**src/shared/serial_prog_pkg.sv**
```systemverilog
// Constants for the serial program/verify address logic
package serial_prog_pkg;
    // Address space seen while in program/verify mode
    localparam int          ADDR_W          = 14;
    localparam int          DATA_W          = 14;
    localparam int          CMD_W           = 6;
    localparam int          PHYS_W          = 11;
    localparam logic [13:0] PC_RESET        = 14'h0000;
    localparam logic [13:0] USER_TOP        = 14'h1fff;
    localparam logic [13:0] CFG_BASE        = 14'h2000;
    localparam logic [13:0] SPACE_TOP       = 14'h3fff;
    localparam int          CFG_SEL_BIT     = 13;
    localparam logic [7:0]  ID_LAST_OFS     = 8'h03;

    // User memory size straps and their address masks
    localparam logic [1:0]  SIZE_HALF_K     = 2'h0;
    localparam logic [1:0]  SIZE_ONE_K      = 2'h1;
    localparam logic [1:0]  SIZE_TWO_K      = 2'h2;
    localparam logic [10:0] MASK_HALF_K     = 11'h1ff;
    localparam logic [10:0] MASK_ONE_K      = 11'h3ff;
    localparam logic [10:0] MASK_TWO_K      = 11'h7ff;

    // Serial command codes
    localparam logic [5:0]  CMD_LOAD_CFG    = 6'h00;
    localparam logic [5:0]  CMD_LOAD_DATA   = 6'h02;
    localparam logic [5:0]  CMD_READ_DATA   = 6'h04;
    localparam logic [5:0]  CMD_INC_ADDR    = 6'h06;
    localparam logic [5:0]  CMD_BEGIN_PROG  = 6'h08;
    localparam logic [5:0]  CMD_END_PROG    = 6'h0e;

    // Bit positions within a command or data word, counted in clock edges
    localparam logic [3:0]  CMD_LAST_FALL   = 4'h5;
    localparam logic [3:0]  DATA_FIRST_EDGE = 4'h1;
    localparam logic [3:0]  DATA_LAST_EDGE  = 4'he;
    localparam logic [3:0]  WORD_LAST_EDGE  = 4'hf;

    // Read output delay after the rising serial clock edge
    localparam int          CLK_PERIOD_NS   = 50;
    localparam int          READ_DELAY_NS   = 200;
    localparam logic [2:0]  READ_DELAY_CYC  =
        3'((READ_DELAY_NS + CLK_PERIOD_NS - 1) / CLK_PERIOD_NS);
endpackage

```
**src/hdl/serial_program_address_map.sv**
```systemverilog
// Program/verify mode serial front end and program counter address map
`timescale 1ns/10ps
module serial_program_address_map (
    input  wire logic        clk_i,
    input  wire logic        sys_rst_i,
    input  wire logic        master_clear_pin_i,
    input  wire logic        serial_clock_pin_i,
    input  wire logic        serial_data_pin_i,
    output logic             serial_data_o,
    output logic             serial_data_oe_o,
    input  wire logic [1:0]  mem_size_i,
    input  wire logic [13:0] mem_rdata_i,
    output logic [10:0]      mem_raddr_o,
    output logic             mem_rcfg_o,
    output logic             mem_rid_o,
    output logic             mem_wvalid_o,
    input  wire logic        mem_wready_i,
    output logic [10:0]      mem_waddr_o,
    output logic             mem_wcfg_o,
    output logic [13:0]      mem_wdata_o,
    output logic [13:0]      program_counter_o
);
    typedef enum logic [2:0] {ST_IDLE, ST_CMD, ST_LOAD, ST_READ, ST_PUSH} state_t;

    // Advance with the wrap of the current half; the top bit is never touched
    function automatic logic [13:0] pc_advance(input logic [13:0] pc);
        pc_advance = {pc[serial_prog_pkg::CFG_SEL_BIT], 13'(pc[12:0] + 13'h0001)};
    endfunction

    // Physical word address for the memory arrays
    function automatic logic [10:0] phys_addr(input logic [13:0] pc, input logic [1:0] size);
        logic [10:0] mask;
        mask = serial_prog_pkg::MASK_TWO_K;
        unique case (size)
            serial_prog_pkg::SIZE_HALF_K: mask = serial_prog_pkg::MASK_HALF_K;
            serial_prog_pkg::SIZE_ONE_K:  mask = serial_prog_pkg::MASK_ONE_K;
            default:                      mask = serial_prog_pkg::MASK_TWO_K;
        endcase
        if (pc[serial_prog_pkg::CFG_SEL_BIT])
            phys_addr = {3'h0, pc[7:0]};
        else
            phys_addr = pc[10:0] & mask;
    endfunction

    logic [2:0]  master_clear_pin_sync;
    logic [2:0]  sclk_sync;
    logic [1:0]  sdat_sync;
    state_t      state,        next_state;
    logic [13:0] program_counter, next_program_counter;
    logic [5:0]  cmd,          next_cmd;
    logic [3:0]  fall_cnt,     next_fall_cnt;
    logic [3:0]  rise_cnt,     next_rise_cnt;
    logic [13:0] load_shift,   next_load_shift;
    logic [13:0] data_word,    next_data_word;
    logic [13:0] read_shift,   next_read_shift;
    logic [2:0]  dly,          next_dly;
    logic        sdo,          next_sdo;
    logic        sdo_en,       next_sdo_en;
    logic [10:0] raddr,        next_raddr;
    logic        rcfg,         next_rcfg;
    logic        rid,          next_rid;
    logic [25:0] head,         next_head;
    logic        head_valid,   next_head_valid;
    logic [25:0] spare,        next_spare;
    logic        spare_valid,  next_spare_valid;
    logic        mode,         sclk_rise,  sclk_fall,  sdi;
    logic        do_push,      do_pop,     do_inc,     do_load_cfg;
    logic [25:0] push_entry;

    // Pin synchronisers; the first stage feeds only the second
    always_ff @(posedge clk_i) begin
        if (sys_rst_i) begin
            master_clear_pin_sync <= 3'h0;
            sclk_sync <= 3'h0;
            sdat_sync <= 2'h0;
        end else begin
            master_clear_pin_sync <= {master_clear_pin_sync[1:0], master_clear_pin_i};
            sclk_sync <= {sclk_sync[1:0], serial_clock_pin_i};
            sdat_sync <= {sdat_sync[0], serial_data_pin_i};
        end
    end

    assign mode       = master_clear_pin_sync[1];
    assign sclk_rise  = sclk_sync[1] & ~sclk_sync[2];
    assign sclk_fall  = ~sclk_sync[1] & sclk_sync[2];
    assign sdi        = sdat_sync[1];
    assign push_entry = {rcfg, raddr, data_word};

    // Serial command engine, program counter and two-entry write buffer
    always_comb begin
        next_state           = state;
        next_program_counter = program_counter;
        next_cmd             = cmd;
        next_fall_cnt        = fall_cnt;
        next_rise_cnt        = rise_cnt;
        next_load_shift      = load_shift;
        next_data_word       = data_word;
        next_read_shift      = read_shift;
        next_dly             = dly;
        next_sdo             = sdo;
        next_sdo_en          = sdo_en;
        do_push              = 1'b0;
        do_inc               = 1'b0;
        do_load_cfg          = 1'b0;
        if (!mode) begin
            // Dropping master clear is the only way back to user memory
            next_state           = ST_IDLE;
            next_program_counter = serial_prog_pkg::PC_RESET;
            next_fall_cnt        = 4'h0;
            next_rise_cnt        = 4'h0;
            next_dly             = 3'h0;
            next_sdo_en          = 1'b0;
        end else begin
            unique case (state)
                ST_IDLE: begin
                    next_state           = ST_CMD;
                    next_program_counter = serial_prog_pkg::PC_RESET;
                    next_fall_cnt        = 4'h0;
                end
                ST_CMD: begin
                    if (sclk_fall) begin
                        next_cmd      = {sdi, cmd[5:1]};
                        next_fall_cnt = 4'(fall_cnt + 4'h1);
                        if (fall_cnt == serial_prog_pkg::CMD_LAST_FALL) begin
                            next_fall_cnt = 4'h0;
                            unique case (next_cmd)
                                serial_prog_pkg::CMD_LOAD_CFG: begin
                                    do_load_cfg          = 1'b1;
                                    next_program_counter = serial_prog_pkg::CFG_BASE;
                                    next_state           = ST_LOAD;
                                end
                                serial_prog_pkg::CMD_LOAD_DATA: next_state = ST_LOAD;
                                serial_prog_pkg::CMD_READ_DATA: begin
                                    next_read_shift = mem_rdata_i;
                                    next_rise_cnt   = 4'h0;
                                    next_state      = ST_READ;
                                end
                                serial_prog_pkg::CMD_INC_ADDR: begin
                                    do_inc               = 1'b1;
                                    next_program_counter = pc_advance(program_counter);
                                end
                                serial_prog_pkg::CMD_BEGIN_PROG: next_state = ST_PUSH;
                                // End programming and unknown codes change nothing here
                                default: next_state = ST_CMD;
                            endcase
                        end
                    end
                end
                ST_LOAD: begin
                    if (sclk_fall) begin
                        next_fall_cnt = 4'(fall_cnt + 4'h1);
                        if (fall_cnt >= serial_prog_pkg::DATA_FIRST_EDGE &&
                            fall_cnt <= serial_prog_pkg::DATA_LAST_EDGE)
                            next_load_shift = {sdi, load_shift[13:1]};
                        if (fall_cnt == serial_prog_pkg::WORD_LAST_EDGE) begin
                            next_fall_cnt  = 4'h0;
                            next_data_word = load_shift;
                            next_state     = ST_CMD;
                        end
                    end
                end
                ST_READ: begin
                    // Pending bit goes out once the delay has run down
                    if (dly != 3'h0) begin
                        next_dly = 3'(dly - 3'h1);
                        if (dly == 3'h1) begin
                            next_sdo_en     = 1'b1;
                            next_sdo        = read_shift[0];
                            next_read_shift = {1'b0, read_shift[13:1]};
                        end
                    end
                    if (sclk_rise) begin
                        next_rise_cnt = 4'(rise_cnt + 4'h1);
                        if (rise_cnt >= serial_prog_pkg::DATA_FIRST_EDGE &&
                            rise_cnt <= serial_prog_pkg::DATA_LAST_EDGE)
                            next_dly = serial_prog_pkg::READ_DELAY_CYC;
                        if (rise_cnt == serial_prog_pkg::WORD_LAST_EDGE) begin
                            next_dly    = 3'h0;
                            next_sdo_en = 1'b0;
                        end
                    end
                    if (sclk_fall) begin
                        next_fall_cnt = 4'(fall_cnt + 4'h1);
                        if (fall_cnt == serial_prog_pkg::WORD_LAST_EDGE) begin
                            next_fall_cnt = 4'h0;
                            next_rise_cnt = 4'h0;
                            next_sdo_en   = 1'b0;
                            next_dly      = 3'h0;
                            next_state    = ST_CMD;
                        end
                    end
                end
                ST_PUSH: begin
                    // A full buffer stalls the engine instead of dropping the word
                    do_push = ~spare_valid;
                    if (do_push)
                        next_state = ST_CMD;
                end
            endcase
        end
        // Read address registered alongside the counter; aliased blocks repeat the id words
        next_raddr = phys_addr(next_program_counter, mem_size_i);
        next_rcfg  = next_program_counter[serial_prog_pkg::CFG_SEL_BIT];
        next_rid   = next_rcfg &&
                     (next_program_counter[7:0] <= serial_prog_pkg::ID_LAST_OFS);
        // Two-entry buffer: head drives the ports, spare catches a stalled push
        do_pop           = head_valid & mem_wready_i;
        next_head        = head;
        next_head_valid  = head_valid;
        next_spare       = spare;
        next_spare_valid = spare_valid;
        if (do_pop) begin
            if (spare_valid) begin
                next_head        = spare;
                next_spare_valid = do_push;
                next_spare       = push_entry;
            end else begin
                next_head_valid = do_push;
                next_head       = push_entry;
            end
        end else if (do_push) begin
            if (head_valid) begin
                next_spare_valid = 1'b1;
                next_spare       = push_entry;
            end else begin
                next_head_valid = 1'b1;
                next_head       = push_entry;
            end
        end
    end

    // State registers
    always_ff @(posedge clk_i) begin
        if (sys_rst_i) begin
            state           <= ST_IDLE;
            program_counter <= serial_prog_pkg::PC_RESET;
            cmd             <= 6'h00;
            fall_cnt        <= 4'h0;
            rise_cnt        <= 4'h0;
            load_shift      <= 14'h0000;
            data_word       <= 14'h0000;
            read_shift      <= 14'h0000;
            dly             <= 3'h0;
            sdo             <= 1'b0;
            sdo_en          <= 1'b0;
            raddr           <= 11'h000;
            rcfg            <= 1'b0;
            rid             <= 1'b0;
            head            <= 26'h0000000;
            head_valid      <= 1'b0;
            spare           <= 26'h0000000;
            spare_valid     <= 1'b0;
        end else begin
            state           <= next_state;
            program_counter <= next_program_counter;
            cmd             <= next_cmd;
            fall_cnt        <= next_fall_cnt;
            rise_cnt        <= next_rise_cnt;
            load_shift      <= next_load_shift;
            data_word       <= next_data_word;
            read_shift      <= next_read_shift;
            dly             <= next_dly;
            sdo             <= next_sdo;
            sdo_en          <= next_sdo_en;
            raddr           <= next_raddr;
            rcfg            <= next_rcfg;
            rid             <= next_rid;
            head            <= next_head;
            head_valid      <= next_head_valid;
            spare           <= next_spare;
            spare_valid     <= next_spare_valid;
        end
    end

    assign serial_data_o     = sdo;
    assign serial_data_oe_o  = sdo_en;
    assign mem_raddr_o       = raddr;
    assign mem_rcfg_o        = rcfg;
    assign mem_rid_o         = rid;
    assign mem_wvalid_o      = head_valid;
    assign mem_wcfg_o        = head[25];
    assign mem_waddr_o       = head[24:14];
    assign mem_wdata_o       = head[13:0];
    assign program_counter_o = program_counter;
    // Helper: cycles since the last synchronised rising clock edge
    logic [7:0] since_rise;
    always_ff @(posedge clk_i) begin
        if (sys_rst_i || sclk_rise)
            since_rise <= 8'h00;
        else if (since_rise != 8'hff)
            since_rise <= 8'(since_rise + 8'h01);
    end
endmodule

```
**config.mk**
```make
export PLATFORM = sky130hd
export DESIGN_NAME = serial_program_address_map
export DESIGN_NICKNAME = d
export VERILOG_FILES = /design/src/shared/serial_prog_pkg.sv /design/src/hdl/serial_program_address_map.sv
export SDC_FILE = /design/constraint.sdc
export NUM_CORES = 1
export LEC_CHECK = 0
export BUFFER_PORTS_ARGS = -buffer_cell sky130_fd_sc_hd__buf_2
export CORE_MARGIN = 2
export CORE_UTILIZATION = 58
export CTS_BUF_LIST = sky130_fd_sc_hd__clkbuf_16
export CTS_CLUSTER_DIAMETER = 150
export DETAILED_ROUTE_END_ITERATION = 12
export HOLD_SLACK_MARGIN = 0.1
export MAX_ROUTING_LAYER = met4
export PLACE_DENSITY = 0.79
export SLEW_MARGIN = 30
export SYNTH_ARGS = -nofsm -noshare
export SYNTH_HDL_FRONTEND = slang
export SYNTH_SLANG_ARGS = --single-unit
```
**constraint.sdc**
```tcl
create_clock -name clk_i -period 2.7 [get_ports clk_i]
set_input_delay 0.54 -clock clk_i [delete_from_list [all_inputs] [get_ports clk_i]]
set_output_delay 0.54 -clock clk_i [all_outputs]
set_load 0.005 [all_outputs]
```
==> flow_metrics.env <==
export IMPL_worst_path_max_fanout=6
export IMPL_die_y_um=109.3
export IMPL_die_width_um=109.3
export IMPL_setup_ws_ns=0.3546
export IMPL_cts_buffer_depth=2
export IMPL_power_frac_clock_pct=50.6
export IMPL_status="finished, final reports clean"
export IMPL_dieArea_mm2=0.01194
export IMPL_cp_endpoint="mem_rid_o"
export IMPL_intPower_mw=3.480
export IMPL_path_class="register to register"
export IMPL_p_comb_share_pct=1.8
export IMPL_async_flop_share_pct=0
export IMPL_area_growth_pct=16.43
export IMPL_dpl_worst_slack_ns=0.4153
export IMPL_place_gp_congestion=0.8985
export IMPL_startpoint="fall_cnt[1]"
export IMPL_ant_nets=0
export IMPL_reg2reg_from="fall_cnt[1]"
export IMPL_post_cts_buffers=0
export IMPL_hold_class="primary input to register"
export IMPL_relSlewSlack_pct=53.62
export IMPL_met1_length_um=6362
export IMPL_highest_layer="met4"
export IMPL_avgSynthCellArea_um2=9.093
export IMPL_via_per_inst=5.728
export IMPL_wl_per_cell_um=15.08
export IMPL_final_core_util_pct=69.04
export IMPL_irDropWorstVdd_mv=0.4662
export IMPL_hold_violations=0
export IMPL_p_sw_mw=0.9475
export IMPL_cts_resized=0
export IMPL_port_buffers=77
export IMPL_drc=0
export IMPL_num_vias=5247
export IMPL_hp_start="serial_clock_pin_i"
export IMPL_io_pins=78
export IMPL_drive_gt1_share_pct=18.56
export IMPL_synth_area_mm2=0.006429
export IMPL_yosysUniqueCellTypes=59
export IMPL_worst_hold_slack_ns=0.3340
export IMPL_fin_area_mm2=0.007485
export IMPL_setup_viol=0
export IMPL_yosys_warnings=0
export IMPL_synth_edf_count=0
export IMPL_grt_pass1_wl_um=22760
export IMPL_rows=38
export IMPL_cp_data_arrival_time_ns=2.65
export IMPL_clock_skew_ns=0.005329
export IMPL_grt_pass1_vias=4846
export IMPL_r2r_end="mem_rid_o"
export IMPL_slew_viol_final=0
export IMPL_ctsHoldBuffers=0
export IMPL_tns_ns=0
export IMPL_fmaxAchievable_ghz=0.4264
export IMPL_track_usage_pct=24.96
export IMPL_drt_iter0_markers=331
export IMPL_fin_nets=798
export IMPL_dpl_hpwl_um=9427
export IMPL_drv_cap=0
export IMPL_p_seq_share_pct=47.6
export IMPL_grt_ovfl_total=0
export IMPL_rsz0062_at_grt="false"
export IMPL_clock_root_buffer="clkbuf_16"
export IMPL_dr_wl_met3_um=633
export IMPL_syn_nets=742
export IMPL_wl_um=13820
export IMPL_p_per_area_mw_per_mm2=591.5
export IMPL_path_clk_slew_ns=0.06
export IMPL_cts_sinks=142
export IMPL_diodes=0
export IMPL_crit_required_ns=3.01
export IMPL_clk_latency_ns=0.42
export IMPL_period_share_pct=86.87
export IMPL_rrSetupSlack_ns=0.35
export IMPL_numCtsBuffers=17
export IMPL_dr_pass1_iters=5
export IMPL_htree_levels=4
export IMPL_ys_seq_elements=142
export IMPL_antenna_found_initial=0
export IMPL_ys_flop_type="dfxtp_1"
export IMPL_worstMarginPinSlew_ns=0.6957
export IMPL_leakage_nw=3.390
export IMPL_initial_utilization_pct=59.30
export IMPL_critPathCaptureType="register"
export IMPL_reg2regPathDepth=7
export IMPL_switching_share_pct=21.40
export IMPL_core_area_mm2=0.01084
export IMPL_met2_length_um=6545
export IMPL_period_needed_ns=2.345
export IMPL_postPlaceCellArea_mm2=0.006914
export IMPL_yosysSeqAreaShare_pct=44.22
export IMPL_synth_cells=707
export IMPL_cts_tree="done"
export IMPL_grt_start_max_net_pins=71
export IMPL_cp_start_kind="register"
-- layout make-up --
cell class,count,area (µm²)
fillers,841,3356
multi-input cells,490,3277
flip-flops and latches,142,2843
repair buffers,97,563.0
clock buffers,17,425.4
well taps,140,175.2
clock inverters,15,145.1
inverters,15,56.30
-- per-layer routing --
metal  vias to the layer above  track usage [%]
li1                       2610                -
met1                      2480            30.46
met2                       132            39.71
met3                        25            5.619
met4                         0            10.85
met5                         -                -
-- cell usage in the layout, fill, tap and decap left out, types with 3 or more instances in the layout --
master,netlist,final
nand2_1,30,30
nor3b_1,3,3
o21ai_0,14,13
inv_6,0,3
or4b_2,3,3
buf_4,9,19
ha_1,13,13
o21bai_1,3,3
nor4_1,5,5
nand2b_1,7,7
a21oi_1,14,14
or4_1,3,3
nor2b_1,16,16
nor3_1,11,11
and3_1,6,6
a311oi_1,16,16
clkbuf_16,0,17
nand3_1,26,26
and2_1,3,3
buf_2,7,76
nor2_1,133,133
dfxtp_1,142,142
inv_1,15,17
xnor2_1,8,8
nand4b_1,3,3
mux2i_1,87,87
nand4_1,8,8
a211oi_1,35,35
or2_2,3,3
xor2_1,3,3
a41oi_1,5,5
clkinv_4,0,3
-- cell usage after synthesis, types with 8 or more instances --
| cell type | number | share of area [%] |
|---|---|---|
| nor2_1 | 133 | 7.8 |
| nor2b_1 | 16 | 1.6 |
| a211oi_1 | 35 | 4.1 |
| dfxtp_1 | 142 | 44 |
| o21ai_0 | 14 | 1.1 |
| clkbuf_1 | 38 | 2.2 |
| buf_4 | 9 | 1.1 |
| a311oi_1 | 16 | 2.2 |
| nor3_1 | 11 | 0.86 |
| ha_1 | 13 | 2.5 |
| nand4_1 | 8 | 0.78 |
| nand3_1 | 26 | 2.0 |
| xnor2_1 | 8 | 1.1 |
| mux2i_1 | 87 | 14 |
| nand2_1 | 30 | 1.8 |
| inv_1 | 15 | 0.88 |
| a21oi_1 | 14 | 1.1 |
-- logic make-up (layout without fill, tap and decap cells) --
kind of cell	Yosys count	count (layout)	synth area share [%]
and+or+nand+nor	274	274	20.88
buffers and inverters	75	144	5.158
AOI/OAI and AO/OA	105	105	12.16
adders and majority gates	13	13	2.530
DFF	142	142	44.22
muxes	87	87	13.55
xor gates and xnor gates	11	11	1.499
-- through the flow --
stage          total power [mW]  instances
2_1_floorplan             2.200        707
3_3_place_gp              2.230        884
3_5_place_dp              2.232        884
4_1_cts                   4.455        916
5_1_grt                   4.569        916
6_report                  4.427        916
-- registers in the layout (all words and copies together) (netlist names), 2 cells and up --
name and flops:
state 3, sdat_sync 2, data_word 14, head 26, rise_cnt 4, cmd 5
dly 3, load_shift 14, program_counter_o 14, mem_raddr_o 3, spare 26, sclk_sync 3
master_clear_pin_sync 2, fall_cnt 4, read_shift 14
-- worst min-delay path by stage --
| stage | endpoint | slack (ns) | cells past startpoint |
|---|---|---|---|
| 2_1_floorplan | master_clear_pin_sync[1] | 0.41 | 1 |
| 3_3_place_gp | master_clear_pin_sync[1] | 0.42 | 1 |
| 3_5_place_dp | sclk_sync[1] | 0.43 | 1 |
| 4_1_cts | sclk_sync[0] | 0.32 | 2 |
| 5_1_grt | sclk_sync[0] | 0.33 | 2 |
| 6_report | sclk_sync[0] | 0.33 | 2 |
-- power groups by stage --
stage	Clock, mW	Sequential (mW)	Combinational (mW)
floorplan	0	2.15	0.0517
global placement	0	2.15	0.0783
detailed placement	0	2.15	0.0799
CTS	2.27	2.11	0.0805
global route	2.37	2.11	0.0892
finish	2.24	2.11	0.0806
-- critical path, cell delays in order (launching register included) --
cell and delay [ns]:
dfxtp_1 0.34, inv_1 0.12, ha_1 0.21, nand3b_1 0.22, or4_4 0.64, o311ai_1 0.30
o211ai_1 0.17, a2111oi_2 0.24
Power figures use the tool's default switching activity.
